### src/inc/mra_params.svh
`ifndef MRA_PARAMS_SVH
`define MRA_PARAMS_SVH

// ----------------------------------------
// region decode
// ----------------------------------------
`define MRA_NUM_REGIONS 16
`define MRA_REG_MSB 31
`define MRA_REG_LSB 28
`define MRA_REG_W 4

// ----------------------------------------
// reset attributes: nothing cacheable, all side effect
// ----------------------------------------
`define MRA_CACHE_RST 16'h0000
`define MRA_SIDE_RST 16'hFFFF

// ----------------------------------------
// bus access shaping
// ----------------------------------------
`define MRA_DW_SIZE 2'h3
`define MRA_DW_MASK 32'hFFFF_FFF8
`define MRA_DW_LSB 3
`define MRA_BYTES 8

// ----------------------------------------
// buffers
// ----------------------------------------
`define MRA_FIFO_DEPTH 4
`define MRA_PTR_W 2
`define MRA_CNT_W 3

// ----------------------------------------
// local memories, sizes in KB
// ----------------------------------------
`define MRA_INSTR_LOCAL_MEM_BASE 32'hF000_0000
`define MRA_DATA_LOCAL_MEM_BASE 32'hF008_0000
`define MRA_INSTR_LOCAL_MEM_KB 32'h0000_0040
`define MRA_DATA_LOCAL_MEM_KB 32'h0000_0030
`define MRA_KB_SHIFT 10
`define MRA_MEM_KB_MIN 32'h0000_0004
`define MRA_MEM_KB_MAX 32'h0000_0200
`define MRA_MEM_KB_DATA_ONLY 32'h0000_0030

`endif

### src/inc/mra_pkg.sv
`include "mra_params.svh"

package mra_pkg;

  typedef struct packed {
    logic [31:0] addr;
    logic [1:0] size;
    logic fetch;
    logic cacheable;
  } mra_rd_entry_s;

  typedef struct packed {
    logic [31:0] addr;
    logic [63:0] data;
    logic [`MRA_BYTES-1:0] be;
    logic side;
  } mra_wr_entry_s;

  typedef struct packed {
    logic [`MRA_NUM_REGIONS-1:0] cache;
    logic [`MRA_NUM_REGIONS-1:0] side;
    logic stg_valid;
    logic [31:0] stg_addr;
    logic [63:0] stg_data;
    logic [`MRA_BYTES-1:0] stg_be;
    logic spec_refused;
    logic loc_valid;
    logic loc_instr;
  } mra_state_s;

endpackage

### src/inc/mra_fifo_if.sv
`timescale 1ns/1ps
`default_nettype none

interface mra_fifo_if #(parameter int W = 8);
  logic push_valid;
  logic push_ready;
  logic [W-1:0] push_data;
  logic pop_valid;
  logic pop_ready;
  logic [W-1:0] pop_data;

  modport fifo (
    input push_valid, push_data, pop_ready,
    output push_ready, pop_valid, pop_data
  );
  modport user (
    output push_valid, push_data, pop_ready,
    input push_ready, pop_valid, pop_data
  );
endinterface

`default_nettype wire

### src/hdl/mra_fifo.sv
`include "mra_params.svh"
`timescale 1ns/1ps
`default_nettype none

module mra_fifo
  import mra_pkg::*;
#(
  parameter int W = 8
) (
  // clock and reset
  input wire logic core_clk_i,
  input wire logic rst_i,
  // queue ports
  mra_fifo_if.fifo q
);

  typedef struct packed {
    logic [`MRA_FIFO_DEPTH-1:0][W-1:0] mem;
    logic [`MRA_PTR_W-1:0] wp;
    logic [`MRA_PTR_W-1:0] rp;
    logic [`MRA_CNT_W-1:0] cnt;
  } mra_fifo_state_s;

  mra_fifo_state_s st_reg;
  mra_fifo_state_s st_next;
  logic push;
  logic pop;

  // strict first-in first-out, no bypass
  assign q.push_ready = st_reg.cnt != `MRA_CNT_W'(`MRA_FIFO_DEPTH);
  assign q.pop_valid = st_reg.cnt != '0;
  assign q.pop_data = st_reg.mem[st_reg.rp];
  assign push = q.push_valid & q.push_ready;
  assign pop = q.pop_valid & q.pop_ready;

  always_comb begin
    st_next = st_reg;
    if (push) begin
      st_next.mem[st_reg.wp] = q.push_data;
      st_next.wp = st_reg.wp + 1'b1;
    end
    if (pop) begin
      st_next.rp = st_reg.rp + 1'b1;
    end
    st_next.cnt = st_reg.cnt + `MRA_CNT_W'(push) - `MRA_CNT_W'(pop);
  end

  always_ff @(posedge core_clk_i) begin
    if (rst_i) begin
      st_reg <= '0;
    end else begin
      st_reg <= st_next;
    end
  end
endmodule

`default_nettype wire

### src/hdl/mra_top.sv
`include "mra_params.svh"
`timescale 1ns/1ps
`default_nettype none

module mra_top
  import mra_pkg::*;
(
  // clock and reset
  input wire logic core_clk_i,
  input wire logic rst_i,
  // region attribute programming
  input wire logic cfg_cache_we_i,
  input wire logic cfg_side_we_i,
  input wire logic [`MRA_REG_W-1:0] cfg_region_i,
  input wire logic cfg_cache_i,
  input wire logic cfg_side_i,
  output logic [`MRA_NUM_REGIONS-1:0] cfg_cache_o,
  output logic [`MRA_NUM_REGIONS-1:0] cfg_side_o,
  // access request
  input wire logic req_valid_i,
  output logic req_ready_o,
  input wire logic req_write_i,
  input wire logic req_fetch_i,
  input wire logic req_spec_i,
  input wire logic [31:0] req_addr_i,
  input wire logic [1:0] req_size_i,
  input wire logic [63:0] req_wdata_i,
  input wire logic [`MRA_BYTES-1:0] req_be_i,
  // access outcome
  output logic spec_refused_o,
  output logic loc_valid_o,
  output logic loc_instr_o,
  // read buffer to system bus
  output logic rd_valid_o,
  input wire logic rd_ready_i,
  output logic [31:0] rd_addr_o,
  output logic [1:0] rd_size_o,
  output logic rd_fetch_o,
  output logic rd_cacheable_o,
  // write buffer to system bus
  output logic wr_valid_o,
  input wire logic wr_ready_i,
  output logic [31:0] wr_addr_o,
  output logic [63:0] wr_data_o,
  output logic [`MRA_BYTES-1:0] wr_be_o,
  output logic wr_side_o
);

  // ----------------------------------------
  // state and buffers
  // ----------------------------------------
  mra_state_s st_reg;
  mra_state_s st_next;
  mra_rd_entry_s rd_in;
  mra_rd_entry_s rd_out;
  mra_wr_entry_s wr_in;
  mra_wr_entry_s wr_out;

  mra_fifo_if #(.W($bits(mra_rd_entry_s))) rdq ();
  mra_fifo_if #(.W($bits(mra_wr_entry_s))) wrq ();

  mra_fifo #(.W($bits(mra_rd_entry_s))) u_rd_fifo (
    .core_clk_i(core_clk_i),
    .rst_i(rst_i),
    .q(rdq)
  );

  mra_fifo #(.W($bits(mra_wr_entry_s))) u_wr_fifo (
    .core_clk_i(core_clk_i),
    .rst_i(rst_i),
    .q(wrq)
  );

  // ----------------------------------------
  // region lookup
  // ----------------------------------------
  logic [`MRA_REG_W-1:0] region;
  logic r_side;
  logic r_cache;
  logic instr_local_mem_hit;
  logic data_local_mem_hit;
  logic local_hit;
  logic [31:0] instr_local_mem_off;
  logic [31:0] data_local_mem_off;

  assign region = req_addr_i[`MRA_REG_MSB:`MRA_REG_LSB];
  assign r_side = st_reg.side[region];
  // side effect dominates so an illegal pair can never reach a cache
  assign r_cache = st_reg.cache[region] & ~r_side;
  assign instr_local_mem_off = req_addr_i - `MRA_INSTR_LOCAL_MEM_BASE;
  assign data_local_mem_off = req_addr_i - `MRA_DATA_LOCAL_MEM_BASE;
  assign instr_local_mem_hit = instr_local_mem_off < (`MRA_INSTR_LOCAL_MEM_KB << `MRA_KB_SHIFT);
  assign data_local_mem_hit = data_local_mem_off < (`MRA_DATA_LOCAL_MEM_KB << `MRA_KB_SHIFT);
  // fetches only see the instruction memory, data only the data memory
  assign local_hit = req_fetch_i ? instr_local_mem_hit : data_local_mem_hit;

  // ----------------------------------------
  // access steering
  // ----------------------------------------
  logic is_load;
  logic is_store;
  logic spec_drop;
  logic merge_now;
  logic stg_push;
  logic side_push;

  assign is_load = req_valid_i & ~req_write_i & ~local_hit;
  assign is_store = req_valid_i & req_write_i & ~local_hit;
  assign spec_drop = r_side & req_spec_i;
  // back-to-back side-effect-free stores to one double-word keep combining in the staging slot
  assign merge_now = is_store & ~spec_drop & st_reg.stg_valid & ~r_side
    & (req_addr_i[31:`MRA_DW_LSB] == st_reg.stg_addr[31:`MRA_DW_LSB]);
  assign stg_push = st_reg.stg_valid & ~merge_now;
  assign side_push = is_store & ~spec_drop & r_side & ~st_reg.stg_valid;

  always_comb begin
    rd_in.addr = r_side ? req_addr_i : (req_addr_i & `MRA_DW_MASK);
    rd_in.size = r_side ? req_size_i : `MRA_DW_SIZE;
    rd_in.fetch = req_fetch_i;
    rd_in.cacheable = r_cache;
    if (stg_push) begin
      wr_in.addr = st_reg.stg_addr;
      wr_in.data = st_reg.stg_data;
      wr_in.be = st_reg.stg_be;
      wr_in.side = 1'b0;
    end else begin
      wr_in.addr = req_addr_i;
      wr_in.data = req_wdata_i;
      wr_in.be = req_be_i;
      wr_in.side = 1'b1;
    end
  end

  // loads wait for the staging slot so they never pass a store held there; stores already in the write buffer are not waited for
  assign rdq.push_valid = is_load & ~spec_drop & ~st_reg.stg_valid;
  assign rdq.push_data = rd_in;
  assign wrq.push_valid = stg_push | side_push;
  assign wrq.push_data = wr_in;

  always_comb begin
    if (!req_valid_i) begin
      req_ready_o = 1'b0;
    end else if (local_hit || spec_drop) begin
      req_ready_o = 1'b1;
    end else if (!req_write_i) begin
      req_ready_o = rdq.push_valid & rdq.push_ready;
    end else if (merge_now) begin
      req_ready_o = 1'b1;
    end else if (st_reg.stg_valid) begin
      req_ready_o = 1'b0;
    end else if (r_side) begin
      req_ready_o = wrq.push_ready;
    end else begin
      req_ready_o = 1'b1;
    end
  end

  // ----------------------------------------
  // next state
  // ----------------------------------------
  always_comb begin
    st_next = st_reg;
    if (cfg_cache_we_i) begin
      st_next.cache[cfg_region_i] = cfg_cache_i;
    end
    if (cfg_side_we_i) begin
      st_next.side[cfg_region_i] = cfg_side_i;
    end
    st_next.spec_refused = req_valid_i & req_ready_o & spec_drop & ~local_hit;
    st_next.loc_valid = req_valid_i & local_hit;
    st_next.loc_instr = req_fetch_i;
    if (stg_push && wrq.push_ready) begin
      st_next.stg_valid = 1'b0;
    end
    if (merge_now) begin
      for (int b = 0; b < `MRA_BYTES; b++) begin
        if (req_be_i[b]) begin
          st_next.stg_data[b*8 +: 8] = req_wdata_i[b*8 +: 8];
        end
      end
      st_next.stg_be = st_reg.stg_be | req_be_i;
    end else if (is_store && !spec_drop && !r_side && !st_reg.stg_valid) begin
      st_next.stg_valid = 1'b1;
      st_next.stg_addr = req_addr_i;
      st_next.stg_data = req_wdata_i;
      st_next.stg_be = req_be_i;
    end
  end

  always_ff @(posedge core_clk_i) begin
    if (rst_i) begin
      st_reg <= '0;
      st_reg.cache <= `MRA_CACHE_RST;
      st_reg.side <= `MRA_SIDE_RST;
    end else begin
      st_reg <= st_next;
    end
  end

  // ----------------------------------------
  // outputs
  // ----------------------------------------
  assign rd_out = mra_rd_entry_s'(rdq.pop_data);
  assign wr_out = mra_wr_entry_s'(wrq.pop_data);
  assign rdq.pop_ready = rd_ready_i;
  assign wrq.pop_ready = wr_ready_i;
  assign rd_valid_o = rdq.pop_valid;
  assign rd_addr_o = rd_out.addr;
  assign rd_size_o = rd_out.size;
  assign rd_fetch_o = rd_out.fetch;
  assign rd_cacheable_o = rd_out.cacheable;
  assign wr_valid_o = wrq.pop_valid;
  assign wr_addr_o = wr_out.addr;
  assign wr_data_o = wr_out.data;
  assign wr_be_o = wr_out.be;
  assign wr_side_o = wr_out.side;
  assign cfg_cache_o = st_reg.cache & ~st_reg.side;
  assign cfg_side_o = st_reg.side;
  assign spec_refused_o = st_reg.spec_refused;
  assign loc_valid_o = st_reg.loc_valid;
  assign loc_instr_o = st_reg.loc_instr;
endmodule

`default_nettype wire

### config.mk
export PLATFORM = sky130hd
export DESIGN_NAME = mra_top
export DESIGN_NICKNAME = d
export VERILOG_FILES = /design/src/inc/mra_pkg.sv /design/src/inc/mra_fifo_if.sv /design/src/hdl/mra_fifo.sv /design/src/hdl/mra_top.sv
export VERILOG_INCLUDE_DIRS = /design/src /design/src/inc
export SDC_FILE = /design/constraint.sdc
export NUM_CORES = 1
export LEC_CHECK = 0
export BUFFER_PORTS_ARGS = -buffer_cell sky130_fd_sc_hd__buf_4
export CELL_PAD_IN_SITES_DETAIL_PLACEMENT = 0
export CELL_PAD_IN_SITES_GLOBAL_PLACEMENT = 1
export CORE_MARGIN = 2
export CORE_UTILIZATION = 45
export CTS_BUF_LIST = sky130_fd_sc_hd__clkbuf_4
export CTS_CLUSTER_DIAMETER = 100
export CTS_CLUSTER_SIZE = 16
export DETAILED_ROUTE_END_ITERATION = 10
export PLACE_DENSITY_LB_ADDON = 0.25
export RECOVER_POWER = 100
export SYNTH_ARGS = -nofsm -noshare
export SYNTH_HDL_FRONTEND = slang
export SYNTH_SLANG_ARGS = --single-unit
### constraint.sdc
create_clock -name core_clk_i -period 5.45 [get_ports core_clk_i]
set_clock_uncertainty 0.2 [all_clocks]
set_input_delay 0.545 -clock core_clk_i [delete_from_list [all_inputs] [get_ports core_clk_i]]
set_output_delay 0.545 -clock core_clk_i [all_outputs]
set_load 0.05 [all_outputs]
# Word-level counts from Yosys, hierarchy flattened
# Index checks and enable logic that the tools add are counted.
totals:
  reg_bits: 718
  rom_bits: 0
  latch_bits: 0
  ram_bits: 0
  memories: 0
  in_bits: 122
  output_inout_bits: 179
classes:
  order_cmp: 11
  div_mod_pow: 0
  shifts: 0
  n_reduce_logical: 23
  addsub: 10
  n_eq_ne: 11
  mux: 40
  bitwise_logic: 33
  multipliers: 0
ops:
  columns: ["op", "n"]
  rows:
  - ["$bwmux W420", 1]
  - ["$mux W105", 4]
  - ["$bmux W105 S2", 1]
  - ["$demux W105 S2", 1]
  - ["$bwmux W144", 1]
  - ["$bmux W36 S2", 1]
  - ["$demux W36 S2", 1]
  - ["$mux W36", 2]
  - ["$mux W72", 1]
  - ["$mux W8", 8]
  - ["$sub A32 B32 Y32 const B", 2]
  - ["$mux W33", 1]
  - ["$bwmux W16", 2]
  - ["$lt A32 B16 Y1 const B", 1]
  - ["$lt A32 B17 Y1 const B", 1]
  - ["$eq A29 B29 Y1", 1]
  - ["$and A1 B1 Y1", 23]
  - ["$reduce_and A2 Y1", 9]
  - ["$and A16 B16 Y16", 1]
  - ["$ne A2 B2 Y1 const B", 8]
  - ["$not A16 Y16", 1]
  - ["$lt A2 B3 Y1 const B", 4]
  - ["$mux W1", 11]
  - ["$lt A4 B5 Y1 const B", 2]
  - ["18 further kinds", 40]

# Longest topological paths before layout
logic_depth:
  word_depth: 16
  ltp_mapped: 14
  mapped_depth_nobuf: 12

# Cells and area by module
# From an unflattened synthesis, not the netlist that was laid out.
hier_totals:
  cells_unflattened: 3153
  hier_area_um2: 34730.8
modules_own_cells:
  columns: ["mod", "cells_each", "seq_area_each_um2", "area_each_um2", "instances"]
  rows:
  - ["mra_fifo (u_wr_fifo)", 1647, 8548.2, 19620.1, 1]
  - ["mra_top", 910, 2802.7, 8095.3, 1]
  - ["mra_fifo (u_rd_fifo)", 596, 3022.9, 7015.5, 1]

# Worst setup path before layout
# OpenSTA, ideal clock, no wires.
synth_timing:
  path_kind: "input to output"
  start: "input req_addr_i[20]"
  end: "output req_ready_o"
  path_stages: 13
  n_path_buf: 4
  setup_slack_ns: 1.458
  arrival_ns: 3.247
  cell_sequence: "clkbuf_1 > inv_1 > ha_1 > or4b_1 > o21a_1 > a211oi_2 > a41o_1 > buf_2 > o21ai_1 > buf_2 > buf_6 > and3_1 > o41a_1"
synth_via:
  elab_chain_cells: 13
synth_rtl:
  columns: ["element", "line_no", "text"]
  rows:
  - ["start, declared", "mra_top.sv:25", "input wire logic [31:0] req_addr_i,"]
  - ["$sub A32 B32 Y32 (no source line)", null, null]
  - ["$lt A32 B16 Y1 or $lt A32 B17 Y1 (tied branches)", "mra_top.sv:93, mra_top.sv:92", null]
  - ["$mux W1", "mra_top.sv:95", "assign local_hit = req_fetch_i ? instr_local_mem_hit : data_local_mem_hit;"]
  - ["$not A1 Y1", "mra_top.sv:107, mra_top.sv:108", null]
  - ["$and A1 B1 Y1", "mra_top.sv:108", "assign is_store = req_valid_i & req_write_i & ~local_hit;"]
  - ["$and A1 B1 Y1 (4 in a row)", "mra_top.sv:111", "assign merge_now = is_store & ~spec_drop & st_reg.stg_valid & ~r_side"]
  - ["$mux W1", "mra_top.sv:147", "end else if (merge_now) begin"]
  - ["$mux W1", "mra_top.sv:145", "end else if (!req_write_i) begin"]
  - ["$mux W1 *", "mra_top.sv:143", "end else if (local_hit || spec_drop) begin"]
  - ["$mux W1 *", "mra_top.sv:141", "if (!req_valid_i) begin"]
  - ["end, declared", "mra_top.sv:21", "output logic req_ready_o,"]
# Mark *: on every way between the ends. The rest lies on a longest branch, timed or not.

# Worst setup path after layout
layout_timing:
  start: "input req_addr_i[19]"
  end: "output req_ready_o"
# Same word-level chain as after synthesis.

==> flow_summary.toml <==
[outcome]
status = "finished, violations left"
violations = "max-capacitance violations, max-slew violations"

[worst_setup_path]
worstSetupStartpoint = "req_addr_i[19]"
endpoint_kind = "primary output"
critical_path_required_ns = 4.70
rrSetupSlack_ns = 0.92
path_max_fanout = 11
ff2ff_path_depth = 8
r2r-start = "st_reg[80]$_SDFFE_PP0P_"
arrival_ns = 4.15
crit_type = "in2out"
crit_end = "req_ready_o"
worstSetupStartpointType = "input pin"
timing.rr.end = "u_wr_fifo.st_reg[86]$_SDFFE_PP0P_"

[power]
p_per_area_nw_per_um2 = 279
p_clk_frac = 0.220
switching_share = 0.311
p_int_mw = 6.54
power_frac_comb = 0.193
cellLeakagePower_nw = 12.8
power_frac_seq = 0.587
power.switching_mw = 2.95
peakVddDrop_mv = 0.185

[routing]
routed_wl_um = 85400
first_pass_iters = 5
vias = 22200
vias_per_cell = 5.82
routedWlPerCell_um = 22.4
first_iter_violations = 1437
ant_nets = 0
remaining_drc_errors = 0

[layout]
final_nets = 3083
finalInstanceArea_um2 = 34000
drive_gt1_frac = 0.141
area_delta_synth_final_pct = 13.7
largest_register_ffs = 427

[logic_synthesis]
synth_top_family_by_area = "multiplexers"
synth.area.mux_share = 0.218
synth_top_area_frac = 0.481
avgSynthCellArea_um2 = 11.3
synthFlopType = "dfxtp_1"
yosysTopAreaCell = "dfxtp_1"
synthAdderAreaFrac = 0.00678
post-synth-top-count-cell = "dfxtp_1"
synth_edf_count = 0
yosys.area_share.simple = 0.0781
ys_ff_latch = 718
seq_area_frac_synth = 0.481
synthTopCellsByArea = "dfxtp_1, o2bb2ai_1, mux4_2, mux2i_1, nand2_1"
async_reset_ff_frac = 0
synth.distinct_cells = 66
synth_area_um2 = 29900
synth_common_cells = "dfxtp_1, o2bb2ai_1, mux2i_1"
synth_compound_area_frac = 0.158
synth_xor_area_frac = 0.0120
synth_nets = 2772
ys_warn_count = 0
synthCells = 2635

[placed_design]
hpwl_um = 51600
place_ws_ns = 0.891
place_congestion = 0.832
placed_area_um2 = 32400
numPortBuffers = 300

[sta]
hold_viol_final = 0
fin_crit_ns = 4.89
worst_hold_slack_ns = 0.142
rsz0062_at_grt = "no"
worst_pin_slew_ns = 3.48
min_period_over_period = 0.898
drv_slew = 226
max_slew_margin = -1.32
fmax_mhz = 204
setup_viol = 0
tns_ns = 0
setup_ws_ns = 0.556

[global_routing]
grt_pass1_wl_um = 132000
grt_pass1_vias = 22700
grt_max_degree = 105
antenna_found_initial = 7
overflow = 0
grtUsageTotal = 0.245

[clocking]
cts_tree = "built"
cts_buffers = 50
hold_buffers = 185
cts_resized = 0
postCtsSetupRepairBufs = 0
cts_max_path_buffers = 3
clock_latency_ns = 0.93
clk_pin_slew_ns = 0.18
clkSinkCount = 718
h-tree-depth = 2
cts_root_buf = "clkbuf_4"

[worst_hold_path]
hold_depth = 6
worstHoldPathType = "in2reg"

[die]
num_io_pins = 301
die_area_um2 = 68500
start_util = 0.455
die-height_um = 262
die_w_um = 262
rows = 94
core_area_um2 = 65700

[flow_run]
maxCapViolCount = 3
==> layer usage <==
metal / vias to the layer above / wire (um) / global-route usage
li1: 10300 / - / -
met1: 11200 / 37500 / 0.322
met2: 587 / 41600 / 0.416
met3: 124 / 4310 / 0.0397
met4: 6 / 1970 / 0.0694
met5: - / 30 / 0
==> placed cells by master, fill, tap and decap left out, types with 6 or more instances in the layout <==
cell type        n
a211oi_1        11
a21oi_1         65
a21oi_4          6
and3_1           9
buf_12          10
buf_4          151
clkbuf_1       142
clkbuf_2        27
clkbuf_4        56
dfxtp_1        716
dlygate4sd3_1  185
ha_1            13
inv_1           21
mux2i_1        317
mux4_2         148
nand2_1        248
nand2b_1         6
nand3_1         11
nand4_1          6
nor2_1         174
nor2b_1         26
nor3_1          18
nor4_1          12
o21ai_0         35
o2bb2ai_1      417
o311ai_0        10
xnor2_1         21
xor2_1          20
==> logic make-up (layout without fill, tap and decap cells) <==
| logic type | count (synthesis) | count (layout) |
|---|---|---|
| muxes | 466 | 466 |
| AOI/OAI and AO/OA | 572 | 572 |
| DFF | 718 | 718 |
| buffers and inverters | 281 | 597 |
| adders and majority gates | 15 | 15 |
| other | 0 | 5 |
| xor gates and xnor gates | 41 | 41 |
| and+or+nand+nor | 542 | 542 |
==> critical path: stages <==
cell and delay, ns:
dlygate4sd3_1 0.57, buf_4 0.19, inv_1 0.06, ha_1 0.19
or4b_1 0.50, o21a_1 0.20, a211oi_1 0.39, a41o_1 0.42
o21ai_0 0.31, and3_1 0.27, o41a_1 0.31, buf_4 0.20
==> worst min-delay path by stage <==
stage,from,to,slack (ns)
2_1_floorplan,u_wr_fifo.st_reg[218]$_SDFFE_PP0P_,u_wr_fifo.st_reg[218]$_SDFFE_PP0P_,0.23
3_3_place_gp,st_reg[10]$_SDFFE_PP0P_,st_reg[10]$_SDFFE_PP0P_,0.24
3_5_place_dp,u_wr_fifo.st_reg[257]$_SDFFE_PP0P_,u_wr_fifo.st_reg[257]$_SDFFE_PP0P_,0.24
4_1_cts,req_write_i,u_rd_fifo.st_reg[5]$_SDFFE_PP0P_,0.06
5_1_grt,req_write_i,u_rd_fifo.st_reg[5]$_SDFFE_PP0P_,0.12
6_report,req_write_i,u_rd_fifo.st_reg[5]$_SDFFE_PP0P_,0.14
==> cell type report <==
class                           instances  area (um^2)
Sequential cell                       718        14400
Multi-Input combinational cell       1636        14100
Antenna cell                            5         12.5
Timing Repair Buffer                  518         3880
Clock inverter                          3         15.0
Tap cell                              864         1080
Fill cell                            5925        31800
Inverter                               22         85.1
Clock buffer                           54          405
==> power by group through the flow <==
stage	Combinational (mW)	Sequential, mW	Clock (mW)
global route	1.96	5.60	2.35
global placement	1.84	5.69	0
detailed placement	1.85	5.69	0
finish	1.84	5.57	2.09
floorplan	1.44	5.52	0
CTS	1.94	5.58	2.18
==> metrics by stage <==
step / cells / utilization / total power, mW
after floorplan: 2635 / - / 6.95
after global placement: 3573 / 0.494 / 7.53
after detailed placement: 3573 / 0.494 / 7.55
after CTS: 3815 / 0.528 / 9.70
after global routing: 3819 / 0.517 / 9.91
final: 3820 / 0.517 / 9.50
(Power assumes the default switching activity.)
